<file path="src/hw/ifad_pkg.sv">
// constants and carriers for the instruction format and add decoder
// ****************************************************************
// Overview of operation
// (RULE1) extended op word: 6-bit opcode, 4-bit op number, 2-bit mode, 4-bit register
// (RULE2) extended op number is read as a plain value 0 to 15
// (RULE3) source mode 10 makes the instruction two words, second is source address
// (RULE4) multiply/divide reuse the op number field as first result register
// (RULE5) source operand is the multiplier or the divisor; divide is only decoded here, no quotient is computed
// (RULE6) product high half to named register, low half to the next one
// (RULE7) map load: 11-bit opcode, one map select bit, 4-bit register
// (RULE8) map load reads six words from register-held address into chosen map
// (RULE9) word add base code a000, byte add base code b000
// (RULE10) word add writes source plus destination to destination, source kept
// (RULE11) logical, arithmetic greater and equal flags compare result with zero
// (RULE12) word add sets carry out of msb and overflow on signed 16-bit overflow
// (RULE13) byte add uses leftmost byte of a workspace register operand
// (RULE14) byte add sets carry out of byte msb and signed 8-bit overflow
// (RULE15) byte add sets odd parity flag when result byte has odd ones count
// (RULE16) byte add updates six flags, word add the same five without parity
// (RULE17) status bits untouched by an add keep their old values
// ****************************************************************
package ifad_pkg;
    // status word bit positions, bit 15 is the leftmost flag
    localparam int ST_LGT = 15;
    localparam int ST_AGT = 14;
    localparam int ST_EQ  = 13;
    localparam int ST_C   = 12;
    localparam int ST_OVF = 11;
    localparam int ST_OP  = 10;
    // base opcodes
    localparam logic [5:0]  OP_MUL = 6'h0e;
    localparam logic [5:0]  OP_DIV = 6'h0f;
    localparam logic [3:0]  OP_ADDW = 4'ha;
    localparam logic [3:0]  OP_ADDB = 4'hb;
    localparam logic [1:0]  MODE_SYMADDR = 2'h2;
    // decoded instruction kinds
    localparam logic [2:0]  K_NONE = 3'h0;
    localparam logic [2:0]  K_EXT  = 3'h1;
    localparam logic [2:0]  K_MUL  = 3'h2;
    localparam logic [2:0]  K_DIV  = 3'h3;
    localparam logic [2:0]  K_MAP  = 3'h4;
    localparam logic [2:0]  K_ADDW = 3'h5;
    localparam logic [2:0]  K_ADDB = 3'h6;
    localparam int          MAP_WORDS_DEF = 6;
    localparam logic [15:0] ZERO_W = 16'h0000;
    localparam logic [15:0] ADDR_STEP = 16'h0002;

    // fields of the extended-operation layout
    typedef struct packed {
        logic [5:0] op6;
        logic [3:0] ext_num;
        logic [1:0] src_mode;
        logic [3:0] src_reg;
    } ifad_fields_t;

    // result word and its status word
    typedef struct packed {
        logic [15:0] res;
        logic [15:0] st;
    } ifad_alu_t;
endpackage : ifad_pkg

</file>
<file path="src/hw/ifad_decode.sv">
// decoder for extended op, multiply/divide, map load and adds; executes only multiply, map load and adds
`timescale 1ns/100ps
`default_nettype none
module ifad_decode #(
    parameter logic [5:0]  EXT_OP    = 6'h0a,  // arbitrary default
    parameter logic [10:0] MAP_OP    = 11'h001, // arbitrary default
    parameter int          MAP_WORDS = ifad_pkg::MAP_WORDS_DEF
) (
    // clock and reset
    input  wire logic                  core_clk_i,
    input  wire logic                  nrst_i,
    // instruction and operands from the sequencer
    input  wire logic                  instr_valid_i,
    input  wire logic [15:0]           instr_i,
    input  wire logic [15:0]           src_opnd_i,
    input  wire logic [15:0]           dst_opnd_i,
    input  wire logic [15:0]           wreg_opnd_i,
    input  wire logic [15:0]           status_i,
    // memory read return
    input  wire logic [15:0]           mem_rdata_i,
    input  wire logic                  mem_rvalid_i,
    // decode results
    output logic                       busy_o,
    output logic                       done_o,
    output logic [2:0]                 kind_o,
    output ifad_pkg::ifad_fields_t     fields_o,
    output logic                       need_word2_o,
    output logic [3:0]                 dst_reg_o,
    output logic [3:0]                 dst_reg2_o,
    output logic                       dst_wrap_o,
    // write-back
    output logic [15:0]                res1_o,
    output logic [15:0]                res2_o,
    output logic                       res1_we_o,
    output logic                       res2_we_o,
    output logic [15:0]                status_o,
    output logic                       status_we_o,
    // memory read request and map file write
    output logic                       mem_rd_o,
    output logic [15:0]                mem_addr_o,
    output logic                       map_we_o,
    output logic                       map_sel_o,
    output logic [2:0]                 map_idx_o,
    output logic [15:0]                map_data_o
);
    // ****************************************************************
    // elaboration check
    // ****************************************************************
    if (MAP_WORDS < 1 || MAP_WORDS > 8) begin : g_chk
        $error("MAP_WORDS must be 1 to 8");
    end

    // ****************************************************************
    // reset release
    // ****************************************************************
    logic [1:0] rst_sync_reg;
    logic       rst_n;
    // two stages so release is clean against the clock
    always_ff @(posedge core_clk_i or negedge nrst_i) begin
        if (!nrst_i) begin
            rst_sync_reg <= 2'h0;
        end else begin
            rst_sync_reg <= {rst_sync_reg[0], 1'b1};
        end
    end
    assign rst_n = rst_sync_reg[1];

    // ****************************************************************
    // arithmetic
    // ****************************************************************
    typedef enum logic [1:0] {S_IDLE = 2'b01, S_WAIT = 2'b10} ifad_state_t;

    ifad_pkg::ifad_alu_t add_w, add_b;
    logic [16:0] sum_w;
    logic [8:0]  sum_b;
    logic [31:0] prod;

    // word add and byte add with their flags
    always_comb begin
        sum_w = {1'b0, src_opnd_i} + {1'b0, dst_opnd_i};
        sum_b = {1'b0, src_opnd_i[15:8]} + {1'b0, dst_opnd_i[15:8]}; // see (RULE13)
        add_w.res = sum_w[15:0];                                      // see (RULE10)
        add_w.st  = status_i;                                         // see (RULE17)
        add_w.st[ifad_pkg::ST_LGT] = sum_w[15:0] != ifad_pkg::ZERO_W; // see (RULE11)
        add_w.st[ifad_pkg::ST_AGT] = !sum_w[15] && sum_w[15:0] != ifad_pkg::ZERO_W;
        add_w.st[ifad_pkg::ST_EQ]  = sum_w[15:0] == ifad_pkg::ZERO_W;
        add_w.st[ifad_pkg::ST_C]   = sum_w[16];                       // see (RULE12)
        add_w.st[ifad_pkg::ST_OVF] = (src_opnd_i[15] == dst_opnd_i[15])
                                     && (sum_w[15] != src_opnd_i[15]);
        // low byte of the destination word rides through untouched
        add_b.res = {sum_b[7:0], dst_opnd_i[7:0]};                    // see (RULE13)
        add_b.st  = status_i;                                         // see (RULE16)
        add_b.st[ifad_pkg::ST_LGT] = sum_b[7:0] != 8'h00;             // see (RULE11)
        add_b.st[ifad_pkg::ST_AGT] = !sum_b[7] && sum_b[7:0] != 8'h00;
        add_b.st[ifad_pkg::ST_EQ]  = sum_b[7:0] == 8'h00;
        add_b.st[ifad_pkg::ST_C]   = sum_b[8];                        // see (RULE14)
        add_b.st[ifad_pkg::ST_OVF] = (src_opnd_i[15] == dst_opnd_i[15])
                                     && (sum_b[7] != src_opnd_i[15]);
        add_b.st[ifad_pkg::ST_OP]  = ^sum_b[7:0];                     // see (RULE15)
        prod = src_opnd_i * dst_opnd_i;                               // see (RULE5)
    end

    // ****************************************************************
    // decode, execute and map load sequence
    // ****************************************************************
    ifad_state_t           state_reg, state_next;
    logic                  done_reg, done_next;
    logic [2:0]            kind_reg, kind_next;
    ifad_pkg::ifad_fields_t fld_reg, fld_next;
    logic                  w2_reg, w2_next;
    logic [3:0]            dr_reg, dr_next, dr2_reg, dr2_next;
    logic                  wrap_reg, wrap_next;
    logic [15:0]           r1_reg, r1_next, r2_reg, r2_next;
    logic                  r1we_reg, r1we_next, r2we_reg, r2we_next;
    logic [15:0]           st_reg, st_next;
    logic                  stwe_reg, stwe_next;
    logic                  rd_reg, rd_next;
    logic [15:0]           addr_reg, addr_next;
    logic                  mwe_reg, mwe_next, msel_reg, msel_next;
    logic [2:0]            cnt_reg, cnt_next;
    logic [15:0]           mdat_reg, mdat_next;
    logic                  take;

    assign take = instr_valid_i && state_reg == S_IDLE;

    // next values; pulses drop unless renewed this cycle
    always_comb begin
        state_next = state_reg;
        done_next  = 1'b0;
        kind_next  = kind_reg;
        fld_next   = fld_reg;
        w2_next    = w2_reg;
        dr_next    = dr_reg;
        dr2_next   = dr2_reg;
        wrap_next  = wrap_reg;
        r1_next    = r1_reg;
        r2_next    = r2_reg;
        r1we_next  = 1'b0;
        r2we_next  = 1'b0;
        st_next    = st_reg;
        stwe_next  = 1'b0;
        rd_next    = 1'b0;
        addr_next  = addr_reg;
        mwe_next   = 1'b0;
        msel_next  = msel_reg;
        cnt_next   = cnt_reg;
        mdat_next  = mdat_reg;
        case (state_reg)
            S_IDLE: begin
                if (take) begin
                    fld_next = instr_i;                               // see (RULE1)
                    w2_next  = instr_i[5:4] == ifad_pkg::MODE_SYMADDR; // see (RULE3)
                    dr_next  = instr_i[9:6];                          // see (RULE4)
                    dr2_next = instr_i[9:6] + 4'h1;
                    wrap_next = instr_i[9:6] == 4'hf;
                    kind_next = ifad_pkg::K_NONE;
                    done_next = 1'b1;
                    if (instr_i[15:12] == ifad_pkg::OP_ADDW) begin    // see (RULE9)
                        kind_next = ifad_pkg::K_ADDW;
                        r1_next   = add_w.res;
                        st_next   = add_w.st;
                        r1we_next = 1'b1;
                        stwe_next = 1'b1;
                    end else if (instr_i[15:12] == ifad_pkg::OP_ADDB) begin
                        kind_next = ifad_pkg::K_ADDB;
                        r1_next   = add_b.res;
                        st_next   = add_b.st;
                        r1we_next = 1'b1;
                        stwe_next = 1'b1;
                    end else if (instr_i[15:10] == ifad_pkg::OP_MUL) begin
                        kind_next = ifad_pkg::K_MUL;
                        r1_next   = prod[31:16];                      // see (RULE6)
                        r2_next   = prod[15:0];
                        r1we_next = 1'b1;
                        r2we_next = 1'b1;
                    end else if (instr_i[15:10] == ifad_pkg::OP_DIV) begin
                        kind_next = ifad_pkg::K_DIV;
                    end else if (instr_i[15:10] == EXT_OP) begin
                        kind_next = ifad_pkg::K_EXT;                  // see (RULE2)
                    end else if (instr_i[15:5] == MAP_OP) begin
                        kind_next  = ifad_pkg::K_MAP;                 // see (RULE7)
                        done_next  = 1'b0;
                        dr_next    = instr_i[3:0];
                        msel_next  = instr_i[4];
                        addr_next  = wreg_opnd_i;                     // see (RULE8)
                        rd_next    = 1'b1;
                        cnt_next   = 3'h0;
                        state_next = S_WAIT;
                    end
                end
            end
            S_WAIT: begin
                if (mem_rvalid_i) begin
                    mwe_next  = 1'b1;
                    mdat_next = mem_rdata_i;
                    if (cnt_reg == 3'(MAP_WORDS - 1)) begin           // see (RULE8)
                        done_next  = 1'b1;
                        state_next = S_IDLE;
                    end else begin
                        cnt_next  = cnt_reg + 3'h1;
                        addr_next = addr_reg + ifad_pkg::ADDR_STEP;
                        rd_next   = 1'b1;
                    end
                end
            end
            default: begin
                state_next = S_IDLE;
            end
        endcase
    end

    // the map index is registered beside the word it labels; stray returns are ignored
    logic [2:0] idx_reg, idx_next;
    assign idx_next = (mem_rvalid_i && state_reg == S_WAIT) ? cnt_reg : idx_reg;

    always_ff @(posedge core_clk_i or negedge rst_n) begin
        if (!rst_n) begin
            state_reg <= S_IDLE;
            done_reg  <= 1'b0;
            kind_reg  <= ifad_pkg::K_NONE;
            fld_reg   <= '0;
            w2_reg    <= 1'b0;
            dr_reg    <= 4'h0;
            dr2_reg   <= 4'h0;
            wrap_reg  <= 1'b0;
            r1_reg    <= 16'h0000;
            r2_reg    <= 16'h0000;
            r1we_reg  <= 1'b0;
            r2we_reg  <= 1'b0;
            st_reg    <= 16'h0000;
            stwe_reg  <= 1'b0;
            rd_reg    <= 1'b0;
            addr_reg  <= 16'h0000;
            mwe_reg   <= 1'b0;
            msel_reg  <= 1'b0;
            cnt_reg   <= 3'h0;
            mdat_reg  <= 16'h0000;
            idx_reg   <= 3'h0;
        end else begin
            state_reg <= state_next;
            done_reg  <= done_next;
            kind_reg  <= kind_next;
            fld_reg   <= fld_next;
            w2_reg    <= w2_next;
            dr_reg    <= dr_next;
            dr2_reg   <= dr2_next;
            wrap_reg  <= wrap_next;
            r1_reg    <= r1_next;
            r2_reg    <= r2_next;
            r1we_reg  <= r1we_next;
            r2we_reg  <= r2we_next;
            st_reg    <= st_next;
            stwe_reg  <= stwe_next;
            rd_reg    <= rd_next;
            addr_reg  <= addr_next;
            mwe_reg   <= mwe_next;
            msel_reg  <= msel_next;
            cnt_reg   <= cnt_next;
            mdat_reg  <= mdat_next;
            idx_reg   <= idx_next;
        end
    end

    // outputs straight from flops
    assign busy_o       = state_reg[1];           // one-hot wait bit, no gate after the flop
    assign done_o       = done_reg;
    assign kind_o       = kind_reg;
    assign fields_o     = fld_reg;
    assign need_word2_o = w2_reg;
    assign dst_reg_o    = dr_reg;
    assign dst_reg2_o   = dr2_reg;
    assign dst_wrap_o   = wrap_reg;
    assign res1_o       = r1_reg;
    assign res2_o       = r2_reg;
    assign res1_we_o    = r1we_reg;
    assign res2_we_o    = r2we_reg;
    assign status_o     = st_reg;
    assign status_we_o  = stwe_reg;
    assign mem_rd_o     = rd_reg;
    assign mem_addr_o   = addr_reg;
    assign map_we_o     = mwe_reg;
    assign map_sel_o    = msel_reg;
    assign map_idx_o    = idx_reg;
    assign map_data_o   = mdat_reg;
endmodule : ifad_decode
`default_nettype wire

</file>
<file path="config.mk">
export PLATFORM = sky130hd
export DESIGN_NAME = ifad_decode
export DESIGN_NICKNAME = d
export VERILOG_FILES = /design/src/hw/ifad_pkg.sv /design/src/hw/ifad_decode.sv
export SDC_FILE = /design/constraint.sdc
export NUM_CORES = 1
export LEC_CHECK = 0
export BUFFER_PORTS_ARGS = -buffer_cell sky130_fd_sc_hd__buf_2
export CAP_MARGIN = 40
export CORE_ASPECT_RATIO = 1.75
export CORE_MARGIN = 1
export CORE_UTILIZATION = 55
export CTS_CLUSTER_DIAMETER = 200
export DETAILED_ROUTE_END_ITERATION = 6
export PLACE_DENSITY_LB_ADDON = 0.05
export SYNTH_ARGS = -nofsm -noshare
export SYNTH_HDL_FRONTEND = slang
export SYNTH_SLANG_ARGS = --single-unit
export TNS_END_PERCENT = 30
</file>
<file path="constraint.sdc">
create_clock -name core_clk_i -period 9.6 [get_ports core_clk_i]
set_input_delay 1.92 -clock core_clk_i [delete_from_list [all_inputs] [get_ports core_clk_i]]
set_output_delay 1.92 -clock core_clk_i [all_outputs]
set_load 0.01 [all_outputs]
</file>
# After elaboration in Yosys (flattened, before gate mapping)
# Index checks and enable logic that the tools add are counted.
[totals]
regBits = 126
inputBits = 100
output_inout_bits = 120
word_cells = 166
[op_classes]
addsub = 5
multipliers = 1
n_eq_ne = 24
muxes = 82
bitwise = 5
n_reduce_logical = 24
[ops]
columns = ["op", "n"]
rows = [
  ["16-bit two-way mux", 14],
  ["3-bit two-way mux", 15],
  ["1-bit two-way mux", 33],
  ["16-bit by 16-bit multiplier with 32-bit output", 1],
  ["16-bit one-hot mux with 2 select lines", 1],
  ["4-bit two-way mux", 6],
  ["6-bit by 4-bit == test with 1-bit output (second input constant)", 3],
  ["2-bit two-way mux", 9],
  ["2-bit inequality test (second input constant)", 9],
  ["16-bit by 16-bit adder with 17-bit output", 1],
  ["16-bit by 2-bit adder with 16-bit output (second input constant)", 1],
  ["16-bit zero test", 1],
  ["16-bit nonzero test", 1],
  ["4-bit == test (second input constant)", 3],
  ["11-bit by 1-bit == test with 1-bit output (second input constant)", 1],
  ["10-bit AND reduction", 1],
  ["8-bit by 8-bit adder with 9-bit output", 1],
  ["9-bit AND reduction", 1],
  ["8-bit zero test", 1],
  ["8-bit AND reduction", 1],
  ["8-bit nonzero test", 1],
  ["8-bit XOR reduction", 1],
  ["1-bit logical AND", 6],
  ["3-bit one-hot mux with 2 select lines", 1],
  ["17 further kinds", 28],
]

# Logic depth before layout (Yosys ltp)
[depth]
word_depth = 9
depth_mapped = 24
ltp_nobuf = 23

# Least setup slack after synthesis
# OpenSTA, ideal clock, no wires.
[synth_path]
path_kind = "input port to flip-flop"
start = "input dst_opnd_i[12]"
end = "register r1_reg[14], in the netlist res1_o[14]"
setup_ns = 0.094
arrival_ns = 7.458
t_required_ns = 9.506
slack_ns = 2.048
cell_stages = 21
path_buffers = 1
path_cell_list = "clkbuf_1 nand2_1 fa_1 inv_1 fa_1 fa_1 fa_1 fa_1 inv_1 fa_1 inv_1 ha_1 a21oi_1 o21ai_0 nor2_1 o311ai_0 o21a_1 a311o_1 o311ai_1 o21ai_0 a211oi_1"
[synth_between]
elab_chain_cells = 4
elab_cells_between_ends = 6
cone_classes = "add/sub (2); mul (1); mux (3)"
[synth_rtl]
columns = ["item", "line", "rtl"]
rows = [
  ["start: declaration", "ifad_decode.sv:16", "input wire logic [15:0] dst_opnd_i,"],
  ["16-bit by 16-bit multiplier with 32-bit output", "ifad_decode.sv:100", "prod = src_opnd_i * dst_opnd_i;"],
  ["16-bit two-way mux", "ifad_decode.sv:170", "end else if (instr_i[15:10] == ifad_pkg::OP_MUL) begin"],
  ["16-bit two-way mux", "ifad_decode.sv:164", "end else if (instr_i[15:12] == ifad_pkg::OP_ADDB) begin"],
  ["16-bit two-way mux (*)", "ifad_decode.sv:158", "if (instr_i[15:12] == ifad_pkg::OP_ADDW) begin"],
  ["end signal: assignment", "ifad_decode.sv:248", "r1_reg <= r1_next;"],
  ["end: declaration", "ifad_decode.sv:113", "logic [15:0] r1_reg, r1_next, r2_reg, r2_next;"],
]
# Mark *: on every way between the ends. The rest lies on a longest branch, timed or not. The select of a mux whose other input is x is not followed.
# A chain may end at the register's enable or synchronous reset.

# Worst setup path after layout
[layout_path]
start = "input src_opnd_i[7]"
end = "register r1_reg[9], in the netlist res1_o[9]"
[layout_between]
elab_chain_cells = 4
elab_cells_between_ends = 5
cone_classes = "add/sub (1); mul (1); mux (3)"
[layout_rtl]
columns = ["item", "line", "rtl"]
rows = [
  ["start: declaration", "ifad_decode.sv:15", "input wire logic [15:0] src_opnd_i,"],
  ["16-bit by 16-bit multiplier with 32-bit output", "ifad_decode.sv:100", ""],
  ["16-bit two-way mux", "ifad_decode.sv:170", ""],
  ["16-bit two-way mux", "ifad_decode.sv:164", ""],
  ["16-bit two-way mux (*)", "ifad_decode.sv:158", ""],
]
# Marks and branches as above.

==> results.sh <==
export IMPL_yosys_warnings=0
export IMPL_cp_cell_sequence="buf_2 > ha_1 > inv_1 > fa_1 > inv_1 > fa_1 > inv_1 > fa_1 > inv_1 > fa_1 > fa_1 > inv_1 > fa_1 > inv_1 > ha_1 > nand3_1 > nor2_1 > o21ai_0 > a21oi_1 > nor3_1 > o21ai_0 > a21oi_1 > xnor2_1 > o221a_2"
export IMPL_synthesis_area_sq_mm=0.01485
export IMPL_min_path_type="reg2async"
export IMPL_grt_start_max_net_pins=59
export IMPL_finalHoldViolations=0
export IMPL_synthArstFlopShare_pct=100.0
export IMPL_antenna_found_initial=0
export IMPL_layout_common_cells="nand2_1, inv_1, buf_2, fa_1, ha_1"
export IMPL_drive_gt1_share_pct=16.71
export IMPL_cap_violations=0
export IMPL_setup_violations=0
export IMPL_status="finished clean"
export IMPL_synth_seq_cells=126
export IMPL_die_x_microns=126.2
export IMPL_cts_tree="done"
export IMPL_grt_overflow=0
export IMPL_slew_violations=0
export IMPL_skew_ns=0.006145
export IMPL_vdd_drop_max_mv=0.3181
export IMPL_fmax_mhz=121.7
export IMPL_grt_pass1_wl_microns=65070
export IMPL_drtIter0Drc=492
export IMPL_drc_errors=0
export IMPL_final_common_cell="nand2_1"
export IMPL_tightest_slew_ns=0.7835
export IMPL_fin_crit_ns=8.218
export IMPL_seq_area_frac_synth_pct=21.24
export IMPL_cts_buffers=17
export IMPL_start_kind="input port"
export IMPL_path_clk_slew_ns=0.06
export IMPL_power_density_mw_per_mm2=384.6
export IMPL_cts_resized=0
export IMPL_syn_nets=2069
export IMPL_die_y_microns=219.4
export IMPL_num_vias=12130
export IMPL_area_growth_syn_to_layout_pct=13.19
export IMPL_worstSetupPathType="in2reg"
export IMPL_synth_edf_count=0
export IMPL_initial_core_util_pct=55.86
export IMPL_synth_main_ff_cell="dfrtp_1"
export IMPL_cp_slowest_cell="fa_1"
export IMPL_worstSetupEndpointType="register"
export IMPL_finalCritPeriodShare_pct=85.61
export IMPL_cp_arrival_ns=8.53
export IMPL_p_comb_share_pct=75.9
export IMPL_switchingPower_uw=3295
export IMPL_synth_distinct_cells=70
export IMPL_synth_avg_cell_area_sq_um=9.039
export IMPL_dpl_cell_area_sq_mm=0.01617
export IMPL_grtUsageTotal_pct=30.53
export IMPL_syn_inst=1643
export IMPL_leakagePower_uw=0.008687
export IMPL_worst_ep_required_time_ns=9.92
export IMPL_max_stage_delay_ns=0.54
export IMPL_port_buffers=214
export IMPL_p_clk_share_pct=10.7
export IMPL_hpwlAfterDp_microns=31590
export IMPL_hold_buffers=0
export IMPL_gp_congestion=0.8901
export IMPL_pwr_share_seq_pct=13.4
export IMPL_cts_path_max_buffers=2
export IMPL_dr_pass1_iters=7
export IMPL_fin_area_sq_mm=0.01681
export IMPL_insertion_delay_ns=0.43
export IMPL_cts_root_buf="clkbuf_16"
export IMPL_io_pins=220
export IMPL_rsz0062_at_grt="false"
export IMPL_power_share_switching_pct=50.96
export IMPL_wirelength_microns=39860
export IMPL_p_int_uw=3171
export IMPL_dieArea_sq_mm=0.02769
export IMPL_setup_tns_ns=0
export IMPL_diodes=0
export IMPL_wl_per_cell_microns=18.50
export IMPL_fin_nets=2244
export IMPL_postRouteAntennaNets=0
export IMPL_fill_cells=2364
export IMPL_core_area_sq_mm=0.02659
export IMPL_cp_max_fo=16
export IMPL_max_slew_margin_pct=47.58
export IMPL_htree_levels=4
export IMPL_cts_sinks=126
export IMPL_grt_pass1_vias=12710
export IMPL_postCtsSetupBuffers=0
export IMPL_via_per_inst=5.630
export IMPL_row_count=79
==> path summary, 6_finish.rpt <==
| kind | startpoint | end | slack [ns] | cells past startpoint |
|---|---|---|---|---|
| max reg2reg | state_reg[1]$_DFFE_PN0P_ | res1_o[13]$_DFFE_PN0P_ | 6.37 | 9 |
| min reg2reg | rst_sync_reg[1]$_DFF_PN0_ | dst_reg_o[2]$_DFFE_PN0P_ | 0.36 | 0 |
| max in group asynchronous | rst_sync_reg[1]$_DFF_PN0_ | state_reg[0]$_DFFE_PN1P_ | 8.10 | 2 |
| min | rst_sync_reg[1]$_DFF_PN0_ | dst_reg_o[2]$_DFFE_PN0P_ | 0.36 | 0 |
| max | src_opnd_i[7] | res1_o[9]$_DFFE_PN0P_ | 1.38 | 24 |
| min in group core_clk_i | rst_sync_reg[0]$_DFF_PN0_ | rst_sync_reg[1]$_DFF_PN0_ | 0.36 | 0 |
==> Yosys cell counts, types with 35 or more instances <==
library cell | n | share of area [%]
nand2_1 | 268 | 6.8
inv_1 | 244 | 6.2
fa_1 | 196 | 26
ha_1 | 130 | 11
dfrtp_1 | 125 | 21
and2_1 | 107 | 4.5
o21ai_0 | 82 | 2.8
nor2_1 | 65 | 1.6
a21oi_1 | 63 | 2.1
clkbuf_1 | 60 | 1.5
mux2_2 | 35 | 2.7
xnor2_1 | 35 | 2.1
==> layer usage <==
metal | vias up | share of wire [%] | GRT usage, %
met5 | - | 0 | 0
met4 | 0 | 3.2 | 12.53
met3 | 77 | 5.2 | 4.461
met2 | 408 | 55 | 58.32
met1 | 6032 | 37 | 33.35
li1 | 5616 | - | -
==> critical path, delay by kind of cell <==
family / cells / cell delay, ns
AO/OA/AOI/OAI: 5 / 1.53
AND/OR/NAND/NOR: 3 / 0.45
buffers and inverters: 7 / 0.69
adder cells (fa/ha/maj): 8 / 3.74
XOR/XNOR: 1 / 0.19
==> power by group through the flow <==
stage	Combinational [uW]	Clock [uW]	Sequential, uW
6_report	4910	693	867
3_3_place_gp	4770	0	862
5_1_grt	5470	722	892
3_5_place_dp	4850	0	877
2_1_floorplan	3410	0	967
4_1_cts	4890	701	868
==> kinds of logic after synthesis <==
logic type               count (synthesis)  synth area share [%]
other                                    1               0.02525
AO/OA/AOI/OAI                          255                 10.83
AND/OR/NAND/NOR                        531                 16.67
XOR/XNOR                                48                 2.831
adder cells (fa/ha/maj)                326                 37.37
flip-flops                             126                 21.24
multiplexers                            41                 3.058
buffers and inverters                  315                 7.978
==> final cells by class <==
type / count / area, sq um / share of cell area, %
tap: 324 / 405.4 / 2.411
inverter: 248 / 930.9 / 5.537
clock buffer: 20 / 456.7 / 2.717
sequential: 126 / 3158 / 18.79
timing repair buffer: 223 / 1166 / 6.937
clock inverter: 12 / 181.4 / 1.079
multi-input combinational: 1202 / 10510 / 62.53
==> stage by stage <==
| stage | std cells | hold slack (ns) | utilization [%] | setup slack (ns) | power, uW |
|---|---|---|---|---|---|
| 2_1_floorplan | 1643 | 0.3312 | - | 2.048 | 4379 |
| 3_3_place_gp | 2121 | 0.3444 | 60.67 | 1.090 | 5637 |
| 3_5_place_dp | 2123 | 0.3357 | 60.83 | 1.026 | 5722 |
| 4_1_cts | 2155 | 0.3612 | 63.23 | 1.455 | 6458 |
| 5_1_grt | 2155 | 0.3792 | 63.23 | 1.163 | 7089 |
| 6_report | 2155 | 0.3568 | 63.23 | 1.382 | 6466 |
(Power assumes the default switching activity.)
